File: config.mk
export PLATFORM = sky130hd
export DESIGN_NAME = lic_top
export DESIGN_NICKNAME = d
export VERILOG_FILES = /design/src/rtl/lic_pkg.sv /design/src/rtl/lic_top.sv /design/src/rtl/lic_sync2.sv /design/src/rtl/lic_parity_chk.sv
export VERILOG_INCLUDE_DIRS = /design/src /design/src/rtl
export SDC_FILE = /design/constraint.sdc
export NUM_CORES = 2
export LEC_CHECK = 0
export BUFFER_PORTS_ARGS = -buffer_cell sky130_fd_sc_hd__buf_4
export CAP_MARGIN = 40
export CELL_PAD_IN_SITES_DETAIL_PLACEMENT = 0
export CELL_PAD_IN_SITES_GLOBAL_PLACEMENT = 2
export CORE_MARGIN = 4
export CORE_UTILIZATION = 30
export CTS_BUF_LIST = sky130_fd_sc_hd__clkbuf_4
export CTS_CLUSTER_DIAMETER = 40
export DETAILED_ROUTE_END_ITERATION = 8
export PLACE_DENSITY_LB_ADDON = 0.1
export SYNTH_ARGS = -nofsm -noshare
export SYNTH_HDL_FRONTEND = slang
export SYNTH_SLANG_ARGS = --single-unit
File: constraint.sdc
create_clock -name pclk -period 12.7 [get_ports pclk]
set_clock_uncertainty 0.1 [all_clocks]
set_input_delay 0.635 -clock pclk [delete_from_list [all_inputs] [get_ports pclk]]
set_output_delay 0.635 -clock pclk [all_outputs]
set_load 0.005 [all_outputs]
File: src/rtl/lic_defs.svh
// Purpose: Offsets, field positions, reset values and timing counts of the controller.
// Assumes: Byte addresses on an APB bus with 32-bit data.
// Notes: Serial message cycles are numbered from 1; bit index is cycle minus one.
`ifndef LIC_DEFS_SVH
`define LIC_DEFS_SVH
`define LIC_ICR_OFS 8'h00
`define LIC_RRD_OFS 8'h04
`define LIC_ERR_OFS 8'h08
`define LIC_EOI_OFS 8'h0c
`define LIC_STS_OFS 8'h10
`define LIC_ICR_RST 32'h0000_0000
`define LIC_RR_LSB 16
`define LIC_RR_MSB 17
`define LIC_RR_INVALID 2'b00
`define LIC_RR_PEND 2'b01
`define LIC_RR_VALID 2'b10
`define LIC_MODE_LSB 8
`define LIC_MODE_MSB 10
`define LIC_MODE_RR 3'h3
`define LIC_MSG_LEN 38
`define LIC_TYPE_LSB 1
`define LIC_VEC_LSB 3
`define LIC_DATA_LSB 20
`define LIC_DATA_MSB 35
`define LIC_CS_LSB 36
`define LIC_ERR_RX_CS 0
`define LIC_ERR_RX_VEC 1
`define LIC_ERR_TX_VEC 2
`define LIC_ERR_PAR 3
`define LIC_ERR_W 4
`define LIC_CLR_DELAY 2'd3
`define LIC_MIN_VEC 8'h10
`endif

File: src/rtl/lic_pkg.sv
// Purpose: Types shared by the local interrupt controller files.
// Assumes: Nothing beyond the defines header.
// Notes: Message kinds follow the order of the two type bits on the serial bus.
package lic_pkg;
  typedef logic [7:0] lic_vec_t;
  typedef enum logic [1:0] {MSG_INT, MSG_EOI, MSG_RR_REPLY, MSG_CMD} lic_msg_t;
  typedef struct packed {
    logic found;
    lic_vec_t vec;
  } lic_top_t;
  typedef enum logic [1:0] {ARB_OWN, ARB_IDLE, ARB_WAIT} lic_arb_t;
endpackage

File: src/rtl/lic_top.sv
// Purpose: Local interrupt controller with serial bus, error register and bus arbitration.
// Assumes: APB slave on pclk; serial bus clock sampled and edge detected on pclk.
// Notes: Zero-wait APB; read data and slave error are registered in the setup cycle.
// Operation
// - Remote-read status reads 10 after a good reply, 00 after a checksum error.
// - Remote-read reply data occupies serial bus cycles 21 to 36.
// - Software read of the error register clears it afterwards unless a backoff comes before the clear lands.
// - Clear lands three clocks later; errors posted meanwhile are kept.
// - Writes to the error register leave its bits unchanged.
// - Priority is the upper four bits of the eight-bit vector.
// - A vector being serviced has its in-service bit set.
// - Local and serial interrupts arriving together are both kept.
// - A badly received message flags a checksum error and is retransmitted unless a remote-read command is already pending.
// - Framing stays synchronised after a bad reply followed by other messages.
// - Parity error pulses when data and byte parity disagree.
// - Internal register reads under hold give no spurious parity error.
// - Parity error never drives while the check enable is high.
// - After backoff only one processor owns the bus.
// - Internal read pipelined behind an outstanding cycle never hangs under hold.
//
// Our own choices: the placing of the registers and the APB register port.
`timescale 1ns/1ps
`default_nettype none
`include "lic_defs.svh"
module lic_top #(
  parameter bit PRIMARY = 1'b1
) (
  input wire logic pclk,
  input wire logic presetn,
  input wire logic psel,
  input wire logic penable,
  input wire logic pwrite,
  input wire logic [7:0] paddr,
  input wire logic [31:0] pwdata,
  output logic [31:0] prdata,
  output logic pready,
  output logic pslverr,
  input wire logic interrupt_bus_clock,
  input wire logic intr_bus_data_in,
  output logic intr_bus_data_out,
  output logic intr_bus_data_oe,
  input wire logic local_irq_valid,
  input wire lic_pkg::lic_vec_t local_irq_vector,
  output logic int_req,
  output lic_pkg::lic_vec_t int_vector,
  input wire logic int_ack,
  input wire logic [31:0] data_lines,
  input wire logic [3:0] byte_parity_lines,
  input wire logic parity_check_enable_n,
  output logic parity_error_out,
  input wire logic hold_req,
  output logic bus_hold_ack,
  input wire logic bus_backoff_n,
  input wire logic address_strobe_n,
  input wire logic burst_ready_n,
  input wire logic want_bus,
  output logic private_bus_request_n,
  input wire logic peer_bus_request_n,
  output logic bus_grant_out,
  input wire logic bus_grant_in,
  output logic bus_owner
);
  import lic_pkg::*;

  function automatic logic [1:0] msg_sum(input logic [`LIC_MSG_LEN-1:0] m);
    logic [1:0] s;
    s = 2'h0;
    for (int i = 1; i < `LIC_CS_LSB; i++)
      s = s + {1'b0, m[i]};
    return s;
  endfunction

  function automatic logic [`LIC_MSG_LEN-1:0] build_msg(input lic_msg_t t, input lic_vec_t v,
                                                        input logic [15:0] d);
    logic [`LIC_MSG_LEN-1:0] m;
    m = '0;
    m[`LIC_TYPE_LSB +: 2] = t;
    m[`LIC_VEC_LSB +: 8] = v;
    m[`LIC_DATA_MSB:`LIC_DATA_LSB] = d;
    m[`LIC_CS_LSB +: 2] = msg_sum(m);
    return m;
  endfunction

  function automatic lic_top_t top_bit(input logic [255:0] v);
    lic_top_t t;
    t = '{found: 1'b0, vec: 8'h00};
    for (int i = 0; i < 256; i++)
      if (v[i])
      begin
        t.found = 1'b1;
        t.vec = i[7:0];
      end
    return t;
  endfunction

  logic [1:0] bus_sync;
  logic clk_d;
  logic [5:0] rx_cnt;
  logic [`LIC_MSG_LEN-1:0] rx_msg;
  logic rx_done;
  logic rx_own;
  logic [`LIC_MSG_LEN-1:0] tx_msg;
  logic [5:0] tx_idx;
  logic tx_busy;
  logic tx_pend;
  logic [31:0] icr;
  logic [15:0] rr_data;
  logic [`LIC_ERR_W-1:0] err;
  logic [`LIC_ERR_W-1:0] err_snap;
  logic [1:0] clr_cnt;
  logic [255:0] pending;
  logic [255:0] in_service;
  logic [1:0] outstanding;
  lic_arb_t arb;

  wire bclk = bus_sync[1];
  wire bdat = bus_sync[0];
  wire b_rise = bclk && !clk_d;
  wire b_fall = !bclk && clk_d;
  wire setup = psel && !penable;
  wire access = psel && penable;
  wire wr_done = access && pwrite;
  wire rd_done = access && !pwrite;
  wire sel_icr = paddr == `LIC_ICR_OFS;
  wire sel_rrd = paddr == `LIC_RRD_OFS;
  wire sel_err = paddr == `LIC_ERR_OFS;
  wire sel_eoi = paddr == `LIC_EOI_OFS;
  wire sel_sts = paddr == `LIC_STS_OFS;
  wire mapped = sel_icr || sel_rrd || sel_err || sel_eoi || sel_sts;
  wire rx_last = b_rise && (rx_cnt == 6'(`LIC_MSG_LEN - 1));
  wire rx_start = b_rise && (rx_cnt == 6'h0) && !bdat;
  wire lic_msg_t rx_type = lic_msg_t'(rx_msg[`LIC_TYPE_LSB +: 2]);
  wire lic_vec_t rx_vec = rx_msg[`LIC_VEC_LSB +: 8];
  wire rx_take = rx_done && !rx_own;
  wire rx_cs_ok = rx_msg[`LIC_CS_LSB +: 2] == msg_sum(rx_msg);
  wire rx_bad = rx_take && !rx_cs_ok;
  wire rx_good = rx_take && rx_cs_ok;
  wire icr_wr = wr_done && sel_icr;
  wire lic_vec_t icr_vec = pwdata[7:0];
  wire rr_req = icr_wr && (pwdata[`LIC_MODE_MSB:`LIC_MODE_LSB] == `LIC_MODE_RR);
  wire rr_send = rr_req && !tx_pend && !tx_busy && !rx_bad;
  wire tx_start = b_fall && tx_pend && !tx_busy && (rx_cnt == 6'h0);
  wire tx_end = b_fall && tx_busy && (tx_idx == 6'(`LIC_MSG_LEN - 1));
  wire clr_now = clr_cnt == 2'd1;
  wire lic_top_t hp = top_bit(pending);
  wire lic_top_t hs = top_bit(in_service);
  wire deliver = hp.found && (!hs.found || hp.vec[7:4] > hs.vec[7:4]);
  wire eoi_wr = wr_done && sel_eoi;
  wire internal_rd = psel && !pwrite;
  wire can_hand = (outstanding == 2'h0) && !bus_hold_ack && bus_backoff_n;
  logic [`LIC_ERR_W-1:0] err_set;
  logic [255:0] pend_set;
  logic [255:0] pend_clr;
  logic [255:0] isr_set;
  logic [255:0] isr_clr;
  logic [31:0] rd_mux;

  lic_sync2 #(
    .WIDTH(2)
  ) u_sync (
    .clk(pclk),
    .rst_n(presetn),
    .din({interrupt_bus_clock, intr_bus_data_in}),
    .dout(bus_sync)
  );

  lic_parity_chk u_par (
    .pclk(pclk),
    .presetn(presetn),
    .data_lines(data_lines),
    .byte_parity_lines(byte_parity_lines),
    .burst_ready_n(burst_ready_n),
    .parity_check_enable_n(parity_check_enable_n),
    .suppress(internal_rd),
    .parity_error_out(parity_error_out)
  );

  assign pready = 1'b1;
  assign intr_bus_data_out = 1'b0;
  assign intr_bus_data_oe = tx_busy && !tx_msg[tx_idx];
  assign private_bus_request_n = !(arb == ARB_WAIT);
  assign bus_owner = arb == ARB_OWN;

  always_comb
  begin
    err_set = '0;
    err_set[`LIC_ERR_RX_CS] = rx_bad;
    err_set[`LIC_ERR_RX_VEC] = rx_good && (rx_type == MSG_INT) && (rx_vec < `LIC_MIN_VEC);
    err_set[`LIC_ERR_TX_VEC] = rr_req && (icr_vec < `LIC_MIN_VEC);
    err_set[`LIC_ERR_PAR] = parity_error_out;
    pend_set = '0;
    if (rx_good && (rx_type == MSG_INT) && (rx_vec >= `LIC_MIN_VEC))
      pend_set[rx_vec] = 1'b1;
    if (local_irq_valid && (local_irq_vector >= `LIC_MIN_VEC))
      pend_set[local_irq_vector] = 1'b1;
    pend_clr = '0;
    isr_set = '0;
    if (int_ack && int_req)
    begin
      pend_clr[int_vector] = 1'b1;
      isr_set[int_vector] = 1'b1;
    end
    isr_clr = '0;
    if (eoi_wr && hs.found)
      isr_clr[hs.vec] = 1'b1;
    rd_mux = 32'h0;
    if (sel_icr)
      rd_mux = icr;
    if (sel_rrd)
      rd_mux = {16'h0, rr_data};
    if (sel_err)
      rd_mux = {{(32-`LIC_ERR_W){1'b0}}, err};
    if (sel_sts)
      rd_mux = {20'h0, tx_busy, bus_owner, int_req, hs.found, hs.vec};
  end

  always_ff @(posedge pclk or negedge presetn)
  begin
    if (!presetn)
    begin
      prdata <= 32'h0;
      pslverr <= 1'b0;
    end
    else if (setup)
    begin
      prdata <= pwrite ? 32'h0 : rd_mux;
      pslverr <= !mapped;
    end
  end

  always_ff @(posedge pclk or negedge presetn)
  begin
    if (!presetn)
      clk_d <= 1'b1;
    else
      clk_d <= bclk;
  end

  always_ff @(posedge pclk or negedge presetn)
  begin
    if (!presetn)
      rx_cnt <= 6'h0;
    else if (rx_start)
      rx_cnt <= 6'h1;
    else if (rx_last)
      rx_cnt <= 6'h0;
    else if (b_rise && (rx_cnt != 6'h0))
      rx_cnt <= rx_cnt + 6'h1;
  end

  always_ff @(posedge pclk or negedge presetn)
  begin
    if (!presetn)
      rx_msg <= '0;
    else if (b_rise && (rx_cnt != 6'h0))
      rx_msg[rx_cnt] <= bdat;
  end

  always_ff @(posedge pclk or negedge presetn)
  begin
    if (!presetn)
    begin
      rx_done <= 1'b0;
      rx_own <= 1'b0;
    end
    else
    begin
      rx_done <= rx_last;
      if (rx_start)
        rx_own <= tx_busy || tx_start;
    end
  end

  always_ff @(posedge pclk or negedge presetn)
  begin
    if (!presetn)
      tx_msg <= '1;
    else if (rx_bad && !tx_pend && !tx_busy)
      tx_msg <= rx_msg;
    else if (rr_send)
      tx_msg <= build_msg(MSG_CMD, icr_vec, 16'h0);
  end

  always_ff @(posedge pclk or negedge presetn)
  begin
    if (!presetn)
      tx_pend <= 1'b0;
    else if ((rx_bad && !tx_busy) || rr_send)
      tx_pend <= 1'b1;
    else if (tx_start)
      tx_pend <= 1'b0;
  end

  always_ff @(posedge pclk or negedge presetn)
  begin
    if (!presetn)
    begin
      tx_busy <= 1'b0;
      tx_idx <= 6'h0;
    end
    else if (tx_start)
    begin
      tx_busy <= 1'b1;
      tx_idx <= 6'h0;
    end
    else if (tx_end)
      tx_busy <= 1'b0;
    else if (b_fall && tx_busy)
      tx_idx <= tx_idx + 6'h1;
  end

  always_ff @(posedge pclk or negedge presetn)
  begin
    if (!presetn)
      icr <= `LIC_ICR_RST;
    else
    begin
      if (icr_wr)
        icr[31:`LIC_RR_MSB+1] <= pwdata[31:`LIC_RR_MSB+1];
      if (icr_wr)
        icr[`LIC_RR_LSB-1:0] <= pwdata[`LIC_RR_LSB-1:0];
      if (rx_good && (rx_type == MSG_RR_REPLY))
        icr[`LIC_RR_MSB:`LIC_RR_LSB] <= `LIC_RR_VALID;
      else if (rx_bad && (rx_type == MSG_RR_REPLY))
        icr[`LIC_RR_MSB:`LIC_RR_LSB] <= `LIC_RR_INVALID;
      else if (rr_send)
        icr[`LIC_RR_MSB:`LIC_RR_LSB] <= `LIC_RR_PEND;
    end
  end

  always_ff @(posedge pclk or negedge presetn)
  begin
    if (!presetn)
      rr_data <= 16'h0;
    else if (rx_good && (rx_type == MSG_RR_REPLY))
      rr_data <= rx_msg[`LIC_DATA_MSB:`LIC_DATA_LSB];
  end

  always_ff @(posedge pclk or negedge presetn)
  begin
    if (!presetn)
      err_snap <= '0;
    else if (setup && sel_err && !pwrite)
      err_snap <= err;
  end

  always_ff @(posedge pclk or negedge presetn)
  begin
    if (!presetn)
      clr_cnt <= 2'd0;
    else if (!bus_backoff_n)
      clr_cnt <= 2'd0;
    else if (rd_done && sel_err)
      clr_cnt <= `LIC_CLR_DELAY;
    else if (clr_cnt != 2'd0)
      clr_cnt <= clr_cnt - 2'd1;
  end

  always_ff @(posedge pclk or negedge presetn)
  begin
    if (!presetn)
      err <= '0;
    else
      err <= (err & ~(clr_now ? err_snap : '0)) | err_set;
  end

  always_ff @(posedge pclk or negedge presetn)
  begin
    if (!presetn)
    begin
      pending <= '0;
      in_service <= '0;
    end
    else
    begin
      pending <= (pending & ~pend_clr) | pend_set;
      in_service <= (in_service & ~isr_clr) | isr_set;
    end
  end

  always_ff @(posedge pclk or negedge presetn)
  begin
    if (!presetn)
    begin
      int_req <= 1'b0;
      int_vector <= 8'h00;
    end
    else if (!(int_req && int_ack))
    begin
      int_req <= deliver;
      int_vector <= hp.vec;
    end
    else
      int_req <= 1'b0;
  end

  always_ff @(posedge pclk or negedge presetn)
  begin
    if (!presetn)
      outstanding <= 2'h0;
    else if (!bus_backoff_n)
      outstanding <= 2'h0;
    else if (!address_strobe_n && burst_ready_n && (outstanding != 2'h3))
      outstanding <= outstanding + 2'h1;
    else if (address_strobe_n && !burst_ready_n && (outstanding != 2'h0))
      outstanding <= outstanding - 2'h1;
  end

  always_ff @(posedge pclk or negedge presetn)
  begin
    if (!presetn)
      bus_hold_ack <= 1'b0;
    else
      bus_hold_ack <= hold_req && (outstanding == 2'h0);
  end

  always_ff @(posedge pclk or negedge presetn)
  begin
    if (!presetn)
    begin
      arb <= PRIMARY ? ARB_OWN : ARB_IDLE;
      bus_grant_out <= 1'b0;
    end
    else
    begin
      bus_grant_out <= 1'b0;
      unique case (arb)
        ARB_OWN:
          if (!peer_bus_request_n && can_hand)
          begin
            arb <= ARB_IDLE;
            bus_grant_out <= 1'b1;
          end
        ARB_IDLE:
          if (want_bus)
            arb <= ARB_WAIT;
        ARB_WAIT:
          if (bus_grant_in)
            arb <= ARB_OWN;
        default:
          arb <= ARB_IDLE;
      endcase
    end
  end
endmodule
`default_nettype wire

File: src/rtl/lic_sync2.sv
// Purpose: Two flip-flop synchroniser for signals from outside the clock domain.
// Assumes: Each bit is an independent level.
// Notes: Only the second stage is visible outside.
`timescale 1ns/1ps
`default_nettype none
module lic_sync2 #(
  parameter int WIDTH = 2
) (
  input wire logic clk,
  input wire logic rst_n,
  input wire logic [WIDTH-1:0] din,
  output logic [WIDTH-1:0] dout
);
  logic [WIDTH-1:0] stage1;

  always_ff @(posedge clk or negedge rst_n)
  begin
    if (!rst_n)
    begin
      stage1 <= '1;
      dout <= '1;
    end
    else
    begin
      stage1 <= din;
      dout <= stage1;
    end
  end
endmodule
`default_nettype wire

File: src/rtl/lic_parity_chk.sv
// Purpose: Checks the data lines against their byte parity on each burst ready while the check is enabled and not suppressed.
// Assumes: Even parity per byte, inputs on the processor clock.
// Notes: The error output is a one-clock pulse.
`timescale 1ns/1ps
`default_nettype none
module lic_parity_chk (
  input wire logic pclk,
  input wire logic presetn,
  input wire logic [31:0] data_lines,
  input wire logic [3:0] byte_parity_lines,
  input wire logic burst_ready_n,
  input wire logic parity_check_enable_n,
  input wire logic suppress,
  output logic parity_error_out
);
  logic [3:0] lane_bad;
  logic check_now;

  for (genvar b = 0; b < 4; b++)
  begin : g_lane
    assign lane_bad[b] = ^{data_lines[8*b+7 -: 8], byte_parity_lines[b]};
  end
  assign check_now = !burst_ready_n && !parity_check_enable_n && !suppress;

  always_ff @(posedge pclk or negedge presetn)
  begin
    if (!presetn)
      parity_error_out <= 1'b0;
    else
      parity_error_out <= check_now && (lane_bad != 4'h0);
  end
endmodule
`default_nettype wire

==> reports/metrics.csv <==
metric;value;unit
cts_sinks;716;
hpwl;165000;um
avgViaCountPerCell;6.03;
grt_usage;32.7;%
netlist-cell-type-count;90;
worst_pin_slew;0.982;ns
portBuffers;146;
die_width;369;um
ys_seq_area_share;46.0;%
layout_common_cells;dfrtp_1, nor2_1, nand2_1;
wl_per_cell;34.4;um
timing.fmax;140;MHz
cpPeakStageDelay;0.63;ns
worst_path_most_repeated_cell;fa_1;
cts_resized;0;
syn_to_final_growth;22.3;%
cts_buffers;220;
slew_viol_final;0;
crit_chain;inv_1 > fa_1 > inv_1 > fa_1 > fa_1 > fa_1 > fa_1 > inv_1 > fa_1 > fa_1 > xor2_1 > xnor2_1 > xnor3_1 > xnor2_1 > nand2_1 > or3_1 > nor2_4 > buf_4 > a221o_1;
drc_errors;0;
worst_ep_required_time;13.71;ns
firstDrtPassIters;6;
top_level_ports;151;
drtIter0Drc;4522;
syn_area_per_cell;9.15;um2
setup.worst_path.start;rx_msg[6]$_DFFE_PN0P_;
post_cts_buffers;0;
h-tree-depth;4;
stdcell_area;47800;um2
yosys.area_share.simple;20.0;%
irDropWorstVdd;162;uV
grt_pass1_vias;37964;
slowest_stage;buf_4;
power_leakage;20.2;nW
hp-start;local_irq_vector[2];
cp.arrival;8.13;ns
period_minus_slack;7.12;ns
yosys-mux-area-fraction;3.56;%
grt_pass1_wl;312000;um
rsz0062_at_grt;false;
hold_path.class;in -> reg;
synthAdderAreaFrac;1.60;%
hold_viol_final;0;
grt_max_degree;155;
cap_viol_max_count;0;
synth_fp_nets;4406;
ant_nets;0;
num_vias;40008;
ys.warnings.count;0;
crit_path_start_kind;flip-flop;
antenna_found_initial;25;
final_common_cell;dfrtp_1;
clk_latency;1.23;ns
placed_cell_area;43900;um2
tns;0;ns
coreArea;129000;um2
nFillCells;13442;
critPathMaxFanout;64;
clockRootBuffer;clkbuf_4;
grt_overflow;0;
cts_hold_buf;88;
outcome;finished, final reports clean;
slew_headroom;33.9;%
async_reset_ff_share;100;%
layout-drive-gt1-share;20.0;%
die-area;136000;um2
critPathBufInv;4;
post-route-period-util;56.1;%
floorplan.initialDensity;30.2;%
tritoncts;built;
synth_compound_area_share;23.3;%
path_class;reg -> reg;
clk_path_buf_depth;3;
clk_pin_slew;0.07;ns
syn-instance-count;4267;
path_delay_family;adder cells;
synth_seq_cells;716;
synthXorXnorAreaFrac;1.43;%
fin_nets;4827;
r2r-start;rx_msg[6]$_DFFE_PN0P_;
wl;228000;um
instances_no_fill;6636;
netlist_area;39000;um2
place_inst;6118;
end_kind;flip-flop;
globalplace.congestion;0.974;
synthFlopType;dfrtp_1;
dieHeight;369;um
synth_edf_count;0;
rrSetupSlack;5.58;ns
power.density;169;nW/um2
finalSetupViolCount;0;
rows;132;
synth_top_family_by_area;compound AO/OA/AOI/OAI gates;
metal layers:
metal	part of all wire, %	GRT usage, %
met5	0.019	0
met4	5.9	17.4
met3	8.4	7.82
met2	43	48.3
met1	43	44.3
Yosys cell counts (all sizes together), types with 15 or more instances:
master / n / area share (%)
dfrtp: 673 / 43
nor2: 576 / 5.5
nand2: 440 / 4.2
a21oi: 366 / 4.7
a31oi: 245 / 3.9
a221o: 243 / 6.2
clkbuf: 203 / 2.0
nor4: 167 / 2.9
inv: 158 / 1.5
nor3: 151 / 2.0
o21ai: 93 / 1.2
mux2: 89 / 2.6
nand3: 66 / 0.85
a22o: 56 / 1.3
nand4: 48 / 0.77
nor2b: 45 / 0.72
xnor2: 45 / 1.0
dfstp: 43 / 2.9
buf: 38 / 0.54
nand2b: 37 / 0.59
o31ai: 35 / 0.71
or4: 29 / 0.56
a41oi: 25 / 0.56
and2: 25 / 0.40
fa: 20 / 1.0
o21bai: 20 / 0.39
ha: 18 / 0.58
o22ai: 18 / 0.30
a211oi: 17 / 0.33
o211ai: 17 / 0.33
o21a: 17 / 0.33
xor2: 16 / 0.36
or3: 15 / 0.24
power by group:
group	total (mW)	switching, mW	internal (mW)
Clock	2.42	1.17	1.25
Combinational	2.81	1.84	0.966
Sequential	2.86	0.378	2.48
Total	8.08	3.39	4.69
sequential cells by signal (all words and copies together), names as in the netlist, 4 cells and up:
| name | cells |
|---|---|
| in_service | 256 |
| pending | 256 |
| rx_msg | 38 |
| tx_msg | 38 |
| icr | 32 |
| prdata | 32 |
| rr_data | 16 |
| int_vector | 8 |
| rx_cnt | 6 |
| tx_idx | 6 |
| err | 4 |
| err_snap | 4 |
cells by family (layout without fill, tap and decap cells):
family                   count (synthesis)  after routing
flip-flops                             716            716
other                                    2             22
buffers and inverters                  401           1008
XOR/XNOR                                62             62
AND/OR/NAND/NOR                       1649           1649
multiplexers                           114            114
AO/OA/AOI/OAI                         1285           1285
adder cells (fa/ha/maj)                 38             38
worst min-delay path, cell delays in order:
cell	delay (ns)
buf_4	0.12
inv_1	0.06
nor3_1	0.12
nand2_2	0.15
nor2_1	0.06
a221o_1	0.27
path summary, 6_finish.rpt:
path | to | depth (start not counted)
max | pending[154]$_DFF_PN0_ | 19
min in group asynchronous | pending[189]$_DFF_PN0_ | 4
max reg2reg | pending[154]$_DFF_PN0_ | 19
min | pending[45]$_DFF_PN0_ | 6
max in group asynchronous | icr[25]$_DFFE_PN0P_ | 6
min reg2reg | u_sync.dout[0]$_DFF_PN1_ | 0
stage by stage:
| stage | hold WS [ns] | utilization, % | total power, mW | setup WS (ns) |
|---|---|---|---|---|
| 4_1_cts | 0.0105 | 36.8 | 8.09 | 5.56 |
| 2_1_floorplan | 0.239 | - | 4.33 | 6.38 |
| 3_3_place_gp | 0.248 | 32.9 | 5.56 | 5.63 |
| 3_5_place_dp | 0.247 | 33.9 | 5.60 | 5.65 |
| 5_1_grt | 0.0995 | 36.9 | 8.46 | 5.21 |
| 6_report | 0.171 | 36.9 | 8.08 | 5.58 |
cell type report:
cell class / instances / area (um2) / area share (%)
Clock buffer: 323 / 2420 / 5.08
Tap cell: 1742 / 2180 / 4.56
Sequential cell: 716 / 18000 / 37.6
Multi-Input combinational cell: 3150 / 19900 / 41.7
Inverter: 160 / 601 / 1.26
Antenna cell: 20 / 50.0 / 0.105
Clock inverter: 85 / 464 / 0.972
Timing Repair Buffer: 440 / 4160 / 8.70
No activity file was read; power rests on OpenSTA's default activity.
